`src/common/dbm_pkg.sv`:
```
// Package of constants for the breakpoint match unit
package dbm_pkg;
	localparam int NUM_BP = 4;
	localparam logic [7:0] ADDR_BP0 = 8'h00;
	localparam logic [7:0] ADDR_BP1 = 8'h04;
	localparam logic [7:0] ADDR_BP2 = 8'h08;
	localparam logic [7:0] ADDR_BP3 = 8'h0c;
	localparam logic [7:0] ADDR_STATUS = 8'h18;
	localparam logic [7:0] ADDR_CONTROL = 8'h1c;
	// Control field positions
	localparam int CTL_SYS_EN_POS = 1;
	localparam int CTL_TASK_EN_POS = 0;
	localparam int CTL_TASK_EXACT_POS = 8;
	localparam int CTL_SYS_EXACT_POS = 9;
	localparam int CTL_GUARD_POS = 13;
	localparam int CTL_TYPE_POS = 16;
	localparam int CTL_SIZE_POS = 18;
	// Status field positions
	localparam int STS_HIT_POS = 0;
	localparam int STS_GUARD_POS = 13;
	localparam logic [31:0] CONTROL_RESET = 32'h0000_0000;
	localparam logic [31:0] STATUS_RESET = 32'h0000_0000;
	localparam logic [31:0] ADDR_RESET = 32'h0000_0000;
	localparam logic [1:0] TYPE_EXEC = 2'h0;
	localparam logic [1:0] TYPE_WRITE = 2'h1;
	localparam logic [1:0] TYPE_RDWR = 2'h3;
	localparam logic [1:0] SIZE_BYTE = 2'h0;
	localparam logic [1:0] SIZE_WORD = 2'h1;
	localparam logic [1:0] SIZE_DWORD = 2'h3;
endpackage

```
`src/logic/dbm_match_unit.sv`:
```
// Breakpoint match unit with APB register access
//
// The APB interface to the registers and the register addresses were chosen for this implementation.
`timescale 1ns/1ps
module dbm_match_unit #(
	parameter int NBP = dbm_pkg::NUM_BP
) (
	// Clock and reset
	input wire logic clock_i,
	input wire logic rst_n_i,
	input wire logic clk_en_i,
	// APB slave
	input wire logic psel_i,
	input wire logic penable_i,
	input wire logic pwrite_i,
	input wire logic [7:0] paddr_i,
	input wire logic [31:0] pwdata_i,
	output logic [31:0] prdata_o,
	output logic pready_o,
	output logic pslverr_o,
	// Core mode for the privilege check
	input wire logic real_mode_i,
	input wire logic [1:0] cpl_i,
	// Instruction fetch side
	input wire logic insn_valid_i,
	input wire logic [31:0] insn_addr_i,
	// Data operand side
	input wire logic data_valid_i,
	input wire logic data_write_i,
	input wire logic [31:0] data_addr_i,
	input wire logic [1:0] data_size_i,
	input wire logic insn_done_i,
	input wire logic operands_done_i,
	input wire logic task_switch_i,
	// Exception requests to the core
	output logic fault_o,
	output logic trap_o,
	output logic hold_next_o
);
	import dbm_pkg::*;

	logic [31:0] bp_address_reg [NBP];
	logic [31:0] bp_control_reg;
	logic [31:0] bp_status_reg;
	logic [NBP-1:0] pend_hits;
	logic pend_valid;

	wire access_phase = psel_i & penable_i;
	wire privileged = real_mode_i | (cpl_i == 2'h0);
	wire debug_reg_guard = bp_control_reg[CTL_GUARD_POS];
	// Guard refuses even privileged callers, and is itself the event
	wire refuse = access_phase & (~privileged | debug_reg_guard);
	wire guard_event = access_phase & pready_o & debug_reg_guard;
	wire ok_acc = access_phase & ~refuse;
	wire sel_ctl = paddr_i == ADDR_CONTROL;
	wire sel_sts = paddr_i == ADDR_STATUS;
	wire [1:0] bp_idx = paddr_i[3:2];
	wire sel_bp = paddr_i[7:4] == 4'h0;
	// Spare words 0x10 and 0x14 read as zero without an error
	wire mapped = paddr_i[7:5] == 3'h0;
	// Writes land only at the edge that answers the access
	wire wr_ok = ok_acc & pwrite_i & mapped & pready_o;
	wire system_exact_match = bp_control_reg[CTL_SYS_EXACT_POS];
	wire per_task_exact_match = bp_control_reg[CTL_TASK_EXACT_POS];

	logic [NBP-1:0] insn_hit;
	logic [NBP-1:0] data_hit;
	// Per breakpoint comparators
	genvar g;
	generate
		for (g = 0; g < NBP; g++) begin : g_bp
			wire en = bp_control_reg[2*g+CTL_SYS_EN_POS] |
				bp_control_reg[2*g+CTL_TASK_EN_POS];
			wire [1:0] access_type_sel = bp_control_reg[CTL_TYPE_POS+4*g +: 2];
			wire [1:0] match_size_sel = bp_control_reg[CTL_SIZE_POS+4*g +: 2];
			// Size 10 is left unaligned like a byte; software must avoid it
			wire [31:0] mask = (match_size_sel == SIZE_DWORD) ? 32'hffff_fffc :
				(match_size_sel == SIZE_WORD) ? 32'hffff_fffe :
				32'hffff_ffff;
			wire [31:0] lo = bp_address_reg[g] & mask;
			wire [31:0] hi = lo | ~mask;
			// Access spans first..last byte; any overlap with the field hits
			wire [31:0] last = data_addr_i + {30'h0, data_size_i};
			wire overlap = (data_addr_i <= hi) & (last >= lo);
			wire data_kind = (access_type_sel == TYPE_RDWR) |
				((access_type_sel == TYPE_WRITE) & data_write_i);
			assign insn_hit[g] = en & insn_valid_i &
				(access_type_sel == TYPE_EXEC) &
				(insn_addr_i == bp_address_reg[g]);
			assign data_hit[g] = en & data_valid_i & data_kind & overlap;
		end
	endgenerate

	wire any_insn = |insn_hit;
	wire trap_now = pend_valid & insn_done_i & operands_done_i;
	wire [31:0] next_control = task_switch_i ?
		(pwdata_i & ~(32'h1 << CTL_TASK_EXACT_POS)) : pwdata_i;

	// Register writes and control updates
	always_ff @(posedge clock_i or negedge rst_n_i) begin
		if (!rst_n_i) begin
			bp_control_reg <= CONTROL_RESET;
			for (int i = 0; i < NBP; i++) begin
				bp_address_reg[i] <= ADDR_RESET;
			end
		end else if (clk_en_i) begin
			if (wr_ok && sel_ctl) begin
				bp_control_reg <= next_control;
			end else if (task_switch_i) begin
				bp_control_reg[CTL_TASK_EXACT_POS] <= 1'b0;
			end
			if (wr_ok && sel_bp) begin
				bp_address_reg[bp_idx] <= pwdata_i;
			end
		end
	end

	// Sticky status; a new event outranks a software clear
	logic [31:0] sts_clear;
	logic [31:0] sts_set;
	assign sts_clear = (wr_ok && sel_sts) ? ~pwdata_i : 32'hffff_ffff;
	assign sts_set = {18'h0, guard_event, 9'h0,
		({NBP{any_insn}} & insn_hit) | ({NBP{trap_now}} & pend_hits)};
	always_ff @(posedge clock_i or negedge rst_n_i) begin
		if (!rst_n_i) begin
			bp_status_reg <= STATUS_RESET;
		end else if (clk_en_i) begin
			bp_status_reg <= (bp_status_reg & sts_clear) | sts_set;
		end
	end

	// Data hits wait for instruction end before the trap is raised
	always_ff @(posedge clock_i or negedge rst_n_i) begin
		if (!rst_n_i) begin
			pend_hits <= '0;
			pend_valid <= 1'b0;
			fault_o <= 1'b0;
			trap_o <= 1'b0;
			hold_next_o <= 1'b0;
		end else if (clk_en_i) begin
			fault_o <= any_insn;
			trap_o <= trap_now;
			if (trap_now) begin
				pend_hits <= data_hit;
				pend_valid <= |data_hit;
			end else begin
				pend_hits <= pend_hits | data_hit;
				pend_valid <= pend_valid | (|data_hit);
			end
			hold_next_o <= (pend_valid & ~trap_now) | (|data_hit);
		end
	end

	// APB answer: one wait state, read data registered
	logic [31:0] rd_mux;
	always_comb begin
		rd_mux = 32'h0;
		if (sel_ctl) begin
			rd_mux = bp_control_reg;
		end else if (sel_sts) begin
			rd_mux = bp_status_reg;
		end else if (sel_bp) begin
			rd_mux = bp_address_reg[bp_idx];
		end
	end

	always_ff @(posedge clock_i or negedge rst_n_i) begin
		if (!rst_n_i) begin
			pready_o <= 1'b0;
			pslverr_o <= 1'b0;
			prdata_o <= 32'h0;
		end else if (clk_en_i) begin
			pready_o <= access_phase & ~pready_o;
			pslverr_o <= access_phase & ~pready_o & (refuse | ~mapped);
			prdata_o <= (ok_acc & ~pwrite_i & ~pready_o) ? rd_mux : 32'h0;
		end
	end
endmodule

```
`config.mk`:
```
export PLATFORM = sky130hd
export DESIGN_NAME = dbm_match_unit
export DESIGN_NICKNAME = d
export VERILOG_FILES = /design/src/common/dbm_pkg.sv /design/src/logic/dbm_match_unit.sv
export SDC_FILE = /design/constraint.sdc
export NUM_CORES = 1
export LEC_CHECK = 0
export CORE_MARGIN = 2
export CORE_UTILIZATION = 41
export CTS_BUF_LIST = sky130_fd_sc_hd__clkbuf_4 sky130_fd_sc_hd__clkbuf_8
export CTS_CLUSTER_DIAMETER = 50
export DETAILED_ROUTE_END_ITERATION = 10
export DONT_BUFFER_PORTS = 1
export SLEW_MARGIN = 20
export SYNTH_ARGS = -nofsm -noshare
export SYNTH_HDL_FRONTEND = slang
export SYNTH_SLANG_ARGS = --single-unit
```
`constraint.sdc`:
```
create_clock -name clock_i -period 3.68 [get_ports clock_i]
set_input_delay 0.368 -clock clock_i [delete_from_list [all_inputs] [get_ports clock_i]]
set_output_delay 0.368 -clock clock_i [all_outputs]
set_load 0.03 [all_outputs]
```
Word level (Yosys, flattened, before mapping)
Index checks and enable logic that the tools add are counted.
{"block": "word_totals", "ff_bits": 234, "inputBits": 121, "out_inout_bits": 37, "wordCells": 175}
{"block": "op_classes", "n_addsub": 1, "order_cmp": 10, "eq_ne": 22, "n_mux": 24, "bitwise_logic": 86, "reduce_logical": 17}
{"operator": "$mux W32", "count": 8}
{"operator": "$and A32 B32 Y32", "count": 5}
{"operator": "$not A32 Y32", "count": 5}
{"operator": "$bwmux W128", "count": 1}
{"operator": "$eq A32 B32 Y1", "count": 4}
{"operator": "$ge A32 B32 Y1", "count": 4}
{"operator": "$le A32 B32 Y1", "count": 4}
{"operator": "$or A32 B32 Y32", "count": 4}
{"operator": "$bmux W32 S2", "count": 1}
{"operator": "$demux W32 S2", "count": 1}
{"operator": "$and A1 B1 Y1", "count": 47}
{"operator": "$add A32 B2 Y32", "count": 1}
{"operator": "$or A32 B14 Y32", "count": 1}
{"operator": "$eq A2 B1 Y1 const B", "count": 8}
{"operator": "$eq A2 B2 Y1 const B", "count": 8}
{"operator": "$eq A8 B5 Y1 const B", "count": 2}
{"operator": "$or A1 B1 Y1", "count": 13}
{"operator": "$logic_not A2 Y1", "count": 5}
{"operator": "$mux W9", "count": 1}
{"operator": "$and A4 B4 Y4", "count": 2}
{"operator": "$mux W2", "count": 4}
{"operator": "$or A4 B4 Y4", "count": 2}
{"operator": "$reduce_or A4 Y1", "count": 2}
{"operator": "$mux W1", "count": 7}
{"operator": "other kinds (10)", "count": 20}

Depth between registers and ports, before layout
Gate-level depths: netlist of the first run.
{"block": "depth", "depth_word": 14, "mapped_depth": 16, "depth_no_buf": 16}

Worst setup path after synthesis of the first run
Ideal clock, no wire load.
{"block": "synth_timing", "path_type": "input to register", "from": "in data_addr_i[1]", "to": "reg hold_next_o", "setup_time_ns": 0.142, "t_arrival_ns": 3.695, "required_ns": 3.538, "setup_slack_ns": -0.157, "path_stages": 16, "path_buffers": 0, "path_cell_list": "ha_1 a21o_1 nand3_1 nor4_1 nand2_1 nor2_1 nand3_1 xnor2_1 ha_1 a21o_1 a21o_1 a221oi_1 o22ai_1 or3_1 a311oi_1 nand4b_1"}
{"block": "synth_via", "elab_chain_cells": 6, "elab_cells_between_ends": 19, "cone_classes": "add/sub (1); order compare (8); bitwise (9); reduce/logical (1)"}
{"item": "from (decl)", "line_no": "dbm_match_unit.sv:30", "source": "input wire logic [31:0] data_addr_i,"}
{"item": "$add A32 B2 Y32", "line_no": "dbm_match_unit.sv:83", "source": "wire [31:0] last = data_addr_i + {30'h0, data_size_i};"}
{"item": "$ge A32 B32 Y1", "line_no": "dbm_match_unit.sv:84", "source": "wire overlap = (data_addr_i <= hi) & (last >= lo);"}
{"item": "$and A1 B1 Y1", "line_no": "dbm_match_unit.sv:84"}
{"item": "$and A1 B1 Y1", "line_no": "dbm_match_unit.sv:90", "source": "assign data_hit[g] = en & data_valid_i & data_kind & overlap;"}
{"item": "$reduce_or A4 Y1 (*)", "line_no": "dbm_match_unit.sv:150", "source": "hold_next_o <= (pend_valid & ~trap_now) | (|data_hit);"}
{"item": "$or A1 B1 Y1 (*)", "line_no": "dbm_match_unit.sv:150"}
{"item": "to (signal assigned)", "line_no": "dbm_match_unit.sv:150"}
{"item": "to (decl)", "line_no": "dbm_match_unit.sv:38", "source": "output logic hold_next_o"}
Mark *: on every way between the ends. The rest lies on a longest branch, timed or not.
A chain may end at the register's enable or synchronous reset.

Worst setup path in the final report of the first run
{"block": "layout_timing", "from": "in data_addr_i[1]", "to": "reg pend_valid"}
{"block": "layout_via", "elab_chain_cells": 7, "elab_cells_between_ends": 20, "cone_classes": "add/sub (1); order compare (8); mux (1); bitwise (9); reduce/logical (1)"}
{"item": "$add A32 B2 Y32", "line_no": "dbm_match_unit.sv:83"}
{"item": "$ge A32 B32 Y1", "line_no": "dbm_match_unit.sv:84"}
{"item": "$and A1 B1 Y1", "line_no": "dbm_match_unit.sv:84"}
{"item": "$and A1 B1 Y1", "line_no": "dbm_match_unit.sv:90"}
{"item": "$reduce_or A4 Y1 (*)", "line_no": "dbm_match_unit.sv:145, dbm_match_unit.sv:148"}
{"item": "$or A1 B1 Y1", "line_no": "dbm_match_unit.sv:148", "source": "pend_valid <= pend_valid | (|data_hit);"}
{"item": "$mux W1 (*)", "line_no": "dbm_match_unit.sv:143", "source": "if (trap_now) begin"}
{"item": "to (signal assigned)", "line_no": "dbm_match_unit.sv:145", "source": "pend_valid <= |data_hit;"}
{"item": "to (signal assigned)", "line_no": "dbm_match_unit.sv:148"}
{"item": "to (decl)", "line_no": "dbm_match_unit.sv:46", "source": "logic pend_valid;"}
Marks and branches as above.

==> impl_metrics.toml, run 1 <==
[worst_setup_path]
reg2reg_slack_ps = 360
reg2reg_to = "pend_valid"
worstRegToRegCells = 10
arrival_ps = 3950
r2r-start = "bp_control_reg[26]"
critPathKind = "in -> reg"
worst_setup_path_end_kind = "register"
critPathRequiredTime_ps = 4110
crit_fanout = 6
start_kind = "input port"

[final_layout]
final_area_mm2 = 0.0204
nNetsFinal = 2329
final_core_util_pct = 47.3
syn2layout_area_growth_pct = 13.7
largest_register_ffs = 128
final_cells = 2568
layout-drive-gt1-share_pct = 14.1

[cts]
clk_pin_slew_ps = 60
htree_levels = 2
cts_num_sinks = 234
clockBufferDepth = 3
cts_tree = "built"
post_cts_buffers = 0
cts_buffers = 42
clkLatencyLatePin_ps = 590
cts-hold-fix-buffers = 34
cts_root_buffer = "clkbuf_8"

[logic_synthesis]
synthFlopType = "dfrtp_1"
ys_ff_latch = 234
synth_edf_count = 0
synthArstFlopShare_pct = 100
synth_top_family_by_area = "adder cells"
synth-simple-area-share_pct = 13.3
post_synth_fa_ha_maj_area_fraction_pct = 18.1
ys_types = 69
yosysSeqAreaShare_pct = 32.7
synth_compound_area_share_pct = 14.7
synth.avg_cell_area_um2 = 9.70
syn_area_mm2 = 0.0179
yosysWarnings = 0
synth_nets = 2227
synth_xor_area_share_pct = 7.73
synth.area.mux_share_pct = 8.30
synth_cells = 1847

[grt]
grt_pass1_wl_mm = 102
use_met2_pct = 46.4
top_usage_layer = "met2"
antenna_found_initial = 5
grt.total_usage_pct = 31.0
grt_pass1_vias = 15118
met1_usage_pct = 43.6
grt_use_met3_pct = 6.81
grt_max_degree = 235
grt_overflow = 0

[routing]
avgViaCountPerCell = 5.94
drt_iter0_drc = 1499
wl_per_cell_um = 27.0
finalWirelength_mm = 69.3
via_count = 15261
drc = 0
first_pass_iters = 6
ant_nets = 0

[job]
maxCapViolCount = 0

[outcome]
status = "finished, violations left"
failed_checks = "hold timing"

[power_and_ir_drop]
power_switching_mw = 1.53
power_density_mw_per_mm2 = 290
p_clk_share_pct = 45.9
power_frac_comb_pct = 10.2
intPower_mw = 4.37
p_leak_nw = 9.50
swShare_pct = 25.9
seq_power_share_pct = 43.9
ir_drop_mv = 0.255

[sta]
hold_viol_final = 234
tightest_slew_ps = 786
finalMaxSlewViolations = 0
fmax_mhz = 284
setup_viol_count_final = 0
hold_slack_ps = -464
fin_crit_sh_pct = 95.5
fin_crit_ps = 3520
fin_skew_ps = 31.3
relSlewSlack_pct = 47.1

[die]
dieArea_mm2 = 0.0454
fp-row-count = 76
ios = 158
initial_core_util_pct = 41.6
core-area_mm2 = 0.0431
die_x_um = 213
die_h_um = 213

[worst_hold_path]
min_path_type = "in -> async"

[placed_design]
numPortBuffers = 0
dp.cells = 2456
place_area_mm2 = 0.0190
dp_hpwl_mm = 55.8
gp_congestion = 1.05
[area by class of cell]
type                    count  area, um2
diodes                      3       7.51
clock buffers              59        774
clock inverters            16        149
fillers                  4088      22700
inverters                 169        634
multi-input cells        1387      11200
flip-flops and latches    234       5860
well taps                 585        732
repair buffers            115        971
[metrics by stage]
| stage | hold slack (ps) | setup TNS [ps] | power (mW) | setup WS [ps] |
|---|---|---|---|---|
| 2_1_floorplan | 72.4 | 0 | 2.99 | 6.34 |
| 3_3_place_gp | 81.7 | -2640 | 3.13 | -627 |
| 3_5_place_dp | 105 | -2830 | 3.14 | -671 |
| 4_1_cts | -504 | 0 | 5.90 | 13.3 |
| 5_1_grt | -487 | -0.658 | 6.09 | -0.658 |
| 6_report | -464 | 0 | 5.90 | 164 |
[power groups by stage]
stage,combinational (mW),clock (mW),sequential (mW)
after detailed placement,0.509,0,2.63
final,0.600,2.71,2.59
after global placement,0.497,0,2.63
after CTS,0.587,2.73,2.59
after global routing,0.655,2.85,2.59
after floorplan,0.354,0,2.63
[cell usage after synthesis, types with 23 or more instances]
library cell	number	area share, %
o22ai_1	34	1.2
a21boi_0	28	1.2
dfrtp_1	234	33
nand2_1	176	3.7
clkbuf_1	31	0.65
xnor2_1	23	1.1
a21oi_1	91	2.5
nor4_1	43	1.5
a221oi_1	42	2.1
nor2_1	25	0.52
mux2_2	66	4.1
nor2b_1	44	1.5
inv_1	169	3.5
nand4_1	56	2.0
a21o_1	43	1.8
ha_1	258	18
xor2_1	135	6.6
mux4_2	32	4.0
nand3_1	38	1.1
o21ai_0	113	3.2
[repair_timing]
item,CTS,global route
setup endpoints to repair,2,3
hold endpoints to repair,462,234
resized for setup,1,7
pin swaps,0,0
[kinds of logic after synthesis]
logic type / Yosys count
xor gates and xnor gates: 158
adders and majority gates: 259
AOI/OAI and AO/OA: 414
and+or+nand+nor: 456
buffers and inverters: 226
muxes: 100
DFF: 234
[critical path: stages]
cell and delay [ps]:
ha_1 250, a21o_1 120, nand3_1 230, nor4_4 340
buf_4 170, buf_4 120, nand4_1 120, xnor2_1 300
ha_1 310, and4_1 160, a221oi_1 450, o22ai_1 160
or3_1 430, a311oi_2 290, nand3b_1 120
[cell usage in the layout (no fill, tap or decap), types with 9 or more instances in the layout]
master,netlist,final
buf_4,7,80
and4_1,19,19
nor4_1,43,41
nor3_1,15,14
o21ai_0,113,113
inv_1,169,169
a21boi_0,28,28
xnor2_1,23,20
dfrtp_1,234,234
a21o_1,43,43
nand3_1,38,38
clkinv_2,0,9
nor2_1,25,25
o22ai_1,34,34
nor2b_1,44,42
mux4_2,32,32
ha_1,258,258
nand4_1,56,56
mux2_2,66,66
clkbuf_8,0,53
o21ai_1,11,11
xor2_1,135,135
dlygate4sd3_1,0,33
a221oi_1,42,41
a21oi_1,91,91
nand2_1,176,176
[worst max-delay path by stage]
stage	startpoint	to	slack, ps	cells past startpoint
CTS	data_addr_i[1]	pend_valid	10	19
detailed placement	data_addr_i[1]	pend_valid	-670	19
floorplan	data_addr_i[1]	hold_next_o	6	16
finish	data_addr_i[1]	pend_valid	160	15
global placement	data_addr_i[1]	hold_next_o	-630	19
global route	data_addr_i[1]	pend_valid	-0.7	15
[layer usage]
metal | vias to the layer above | share of wire, %
li1 | 6971 | -
met1 | 7528 | 44
met2 | 641 | 43
met3 | 117 | 8.9
met4 | 4 | 4.3
met5 | - | 0.035
Power figures use the tool's default switching activity.
==> inputs of run 2 (changes only) <==
--- a/config.mk
+++ b/config.mk
@@ -5,6 +5,7 @@
 export SDC_FILE = /design/constraint.sdc
 export NUM_CORES = 1
 export LEC_CHECK = 0
+export ABC_AREA = 1
 export CORE_MARGIN = 2
 export CORE_UTILIZATION = 41
 export CTS_BUF_LIST = sky130_fd_sc_hd__clkbuf_4 sky130_fd_sc_hd__clkbuf_8
==> impl_metrics.toml, run 2 <==
[sta]
finalMaxSlewViolations = 0
rsz0062_at_grt = "false"
fmax_mhz = 303
setup_viol_count_final = 0
fin_crit_ps = 3310
hold_viol_final = 234
tightest_slew_ps = 1120
fin_setup_tns_ps = 0
fin_skew_ps = 34.0
fin_crit_sh_pct = 89.8
relSlewSlack_pct = 25.0
hold_slack_ps = -485

[routing]
wl_met1_mm = 31.6
drc = 0
first_pass_iters = 6
dr.max_layer_used = "met5"
wl_per_cell_um = 23.0
via_count = 18094
route.met3.wl_mm = 6.44
finalWirelength_mm = 72.0
route.met2.wl_mm = 32.4
ant_nets = 0
drt_iter0_drc = 1817
avgViaCountPerCell = 5.79

[cts]
htree_levels = 2
clockBufferDepth = 3
cts-hold-fix-buffers = 31
cts_tree = "built"
cts_num_sinks = 234
clk_pin_slew_ps = 60
cts_buffers = 40
cts_resized = 0
post_cts_buffers = 0
cts_root_buffer = "clkbuf_8"
clkLatencyLatePin_ps = 590

[logic_synthesis]
synth.top_cells.by_count = "640 x nand2_1, 297 x inv_1, 258 x ha_1"
ys_ff_latch = 234
yosysMostFrequentCell = "nand2_1"
synth_edf_count = 0
synth_cells = 2471
synth_area_leaders = "dfrtp_1 32%, ha_1 17%, nand2_1 13%"
synth.avg_cell_area_um2 = 7.49
ys_types = 46
yosysWarnings = 0
synthArstFlopShare_pct = 100
syn_area_mm2 = 0.0185
yosysSeqAreaShare_pct = 31.6
synth_nets = 2851
synth_top_area_share_pct = 31.6
synthFlopType = "dfrtp_1"
yosys.area.top_type = "dfrtp_1"

[worst_setup_path]
worst_setup_path_end_kind = "register"
start_kind = "input port"
crit_top_cell = "nand2_1"
arrival_ps = 3770
crit_fanout = 6
critPathKind = "in -> reg"
critPathRequiredTime_ps = 4150
path_buf_inv = 0
cp_top_family = "simple AND/OR/NAND/NOR gates"
path_cells = "ha_1 -> nand2_1 -> nand2_1 -> nand4_2 -> nor2_4 -> nand3_1 -> nand3b_1 -> nor2_1 -> nand3_1 -> xnor2_1 -> ha_1 -> nand2_1 -> nor2_1 -> nor3b_1 -> nand2_1 -> nor2_1 -> a21oi_1 -> nand2_1 -> nand2_1 -> o21bai_1 -> nand2_1"
worst_path_largest_cell_delay_ps = 400
cpMaxStageDelayCell = "xnor2_1"

[die]
dieArea_mm2 = 0.0469
fp-row-count = 77
initial_core_util_pct = 41.7
ios = 158
core-area_mm2 = 0.0444
die_h_um = 216
die_x_um = 216

[final_layout]
final_core_util_pct = 46.0
multi_input_area_mm2 = 0.0112
final_common_cell = "nand2_1"
nNetsFinal = 2883
mostFrequentLayoutCells = "640 x nand2_1, 297 x inv_1, 258 x ha_1"
fillers = 4438
layout-drive-gt1-share_pct = 5.77
largest_register_ffs = 128
syn2layout_area_growth_pct = 10.5
seq_area_mm2 = 0.00586

[worst_hold_path]
min_path_type = "in -> async"

[outcome]
failed_checks = "hold timing"
status = "finished, violations left"

[power_and_ir_drop]
ir_drop_mv = 0.290
finalPower_mw = 6.00
power_density_mw_per_mm2 = 293
p_leak_nw = 9.65

[grt]
grt_overflow = 0
grt_pass1_vias = 17379
grt.total_usage_pct = 30.4
antenna_found_initial = 3
grt_max_degree = 235
grt_pass1_wl_mm = 108

[job]
maxCapViolCount = 0

[placed_design]
gp_congestion = 0.962
dp_hpwl_mm = 55.3
numPortBuffers = 0
==> run 2: cell types whose count changed after synthesis, sizes merged, moves of 30 or more <==
cell,previous run,this run
inv,169,302
mux4,32,0
a21oi,91,121
a21o,43,7
xor2,135,36
nand2,177,644
o21ai,124,257
mux2,68,0
a221oi,42,0
o22ai,34,112
nor2,27,141
nor2b,44,0
==> run 2: per-layer routing <==
metal	track usage, %	vias up
li1	-	8420
met1	42.5	8677
met2	49.0	871
met3	5.75	124
met4	6.30	2
met5	0	-
==> run 2: layout make-up <==
type / count / share of cell area (%)
clock buffers: 62 / 3.99
flip-flops and latches: 234 / 28.6
well taps: 592 / 3.62
multi-input cells: 1858 / 54.8
inverters: 302 / 5.54
repair buffers: 67 / 2.99
clock inverters: 9 / 0.392
diodes: 2 / 0.0245
==> run 2: path summary, 6_finish.rpt <==
| kind | from | end | slack, ps | cells after the start |
|---|---|---|---|---|
| setup / recovery | data_addr_i[1] | hold_next_o | 370 | 21 |
| hold / removal | rst_n_i | prdata_o[8] | -490 | 0 |
| setup reg to reg | pready_o | bp_address_reg[26] | 640 | 7 |
| hold reg to reg | bp_status_reg[22] | bp_status_reg[22] | 480 | 2 |
| max in group asynchronous | rst_n_i | bp_address_reg[17] | 3700 | 0 |
| min in group clock_i | pwdata_i[27] | bp_address_reg[91] | 10 | 2 |
==> run 2: cell families after synthesis <==
| family | Yosys count | synth area share (%) |
|---|---|---|
| flip-flops | 234 | 31.6 |
| AO/OA/AOI/OAI | 563 | 17.1 |
| AND/OR/NAND/NOR | 953 | 21.9 |
| adder cells (fa/ha/maj) | 259 | 17.6 |
| XOR/XNOR | 83 | 3.93 |
| buffers and inverters | 379 | 7.87 |
==> run 2: power by group <==
group	total, mW	switching (mW)	leakage [nW]	internal (mW)
logic	0.769	0.470	5.91	0.299
registers	2.59	0.00892	3.26	2.58
clock network	2.64	1.15	0.473	1.49
==> run 2: metrics by stage <==
step | instances | instance area, um2 | worst slack, ps
finish | 3126 | 20400 | 374
global route | 3126 | 20400 | 98.1
CTS | 3123 | 20400 | 476
detailed placement | 3021 | 19200 | -90.4
global placement | 3021 | 19200 | -20.6
floorplan | 2471 | 18500 | 615
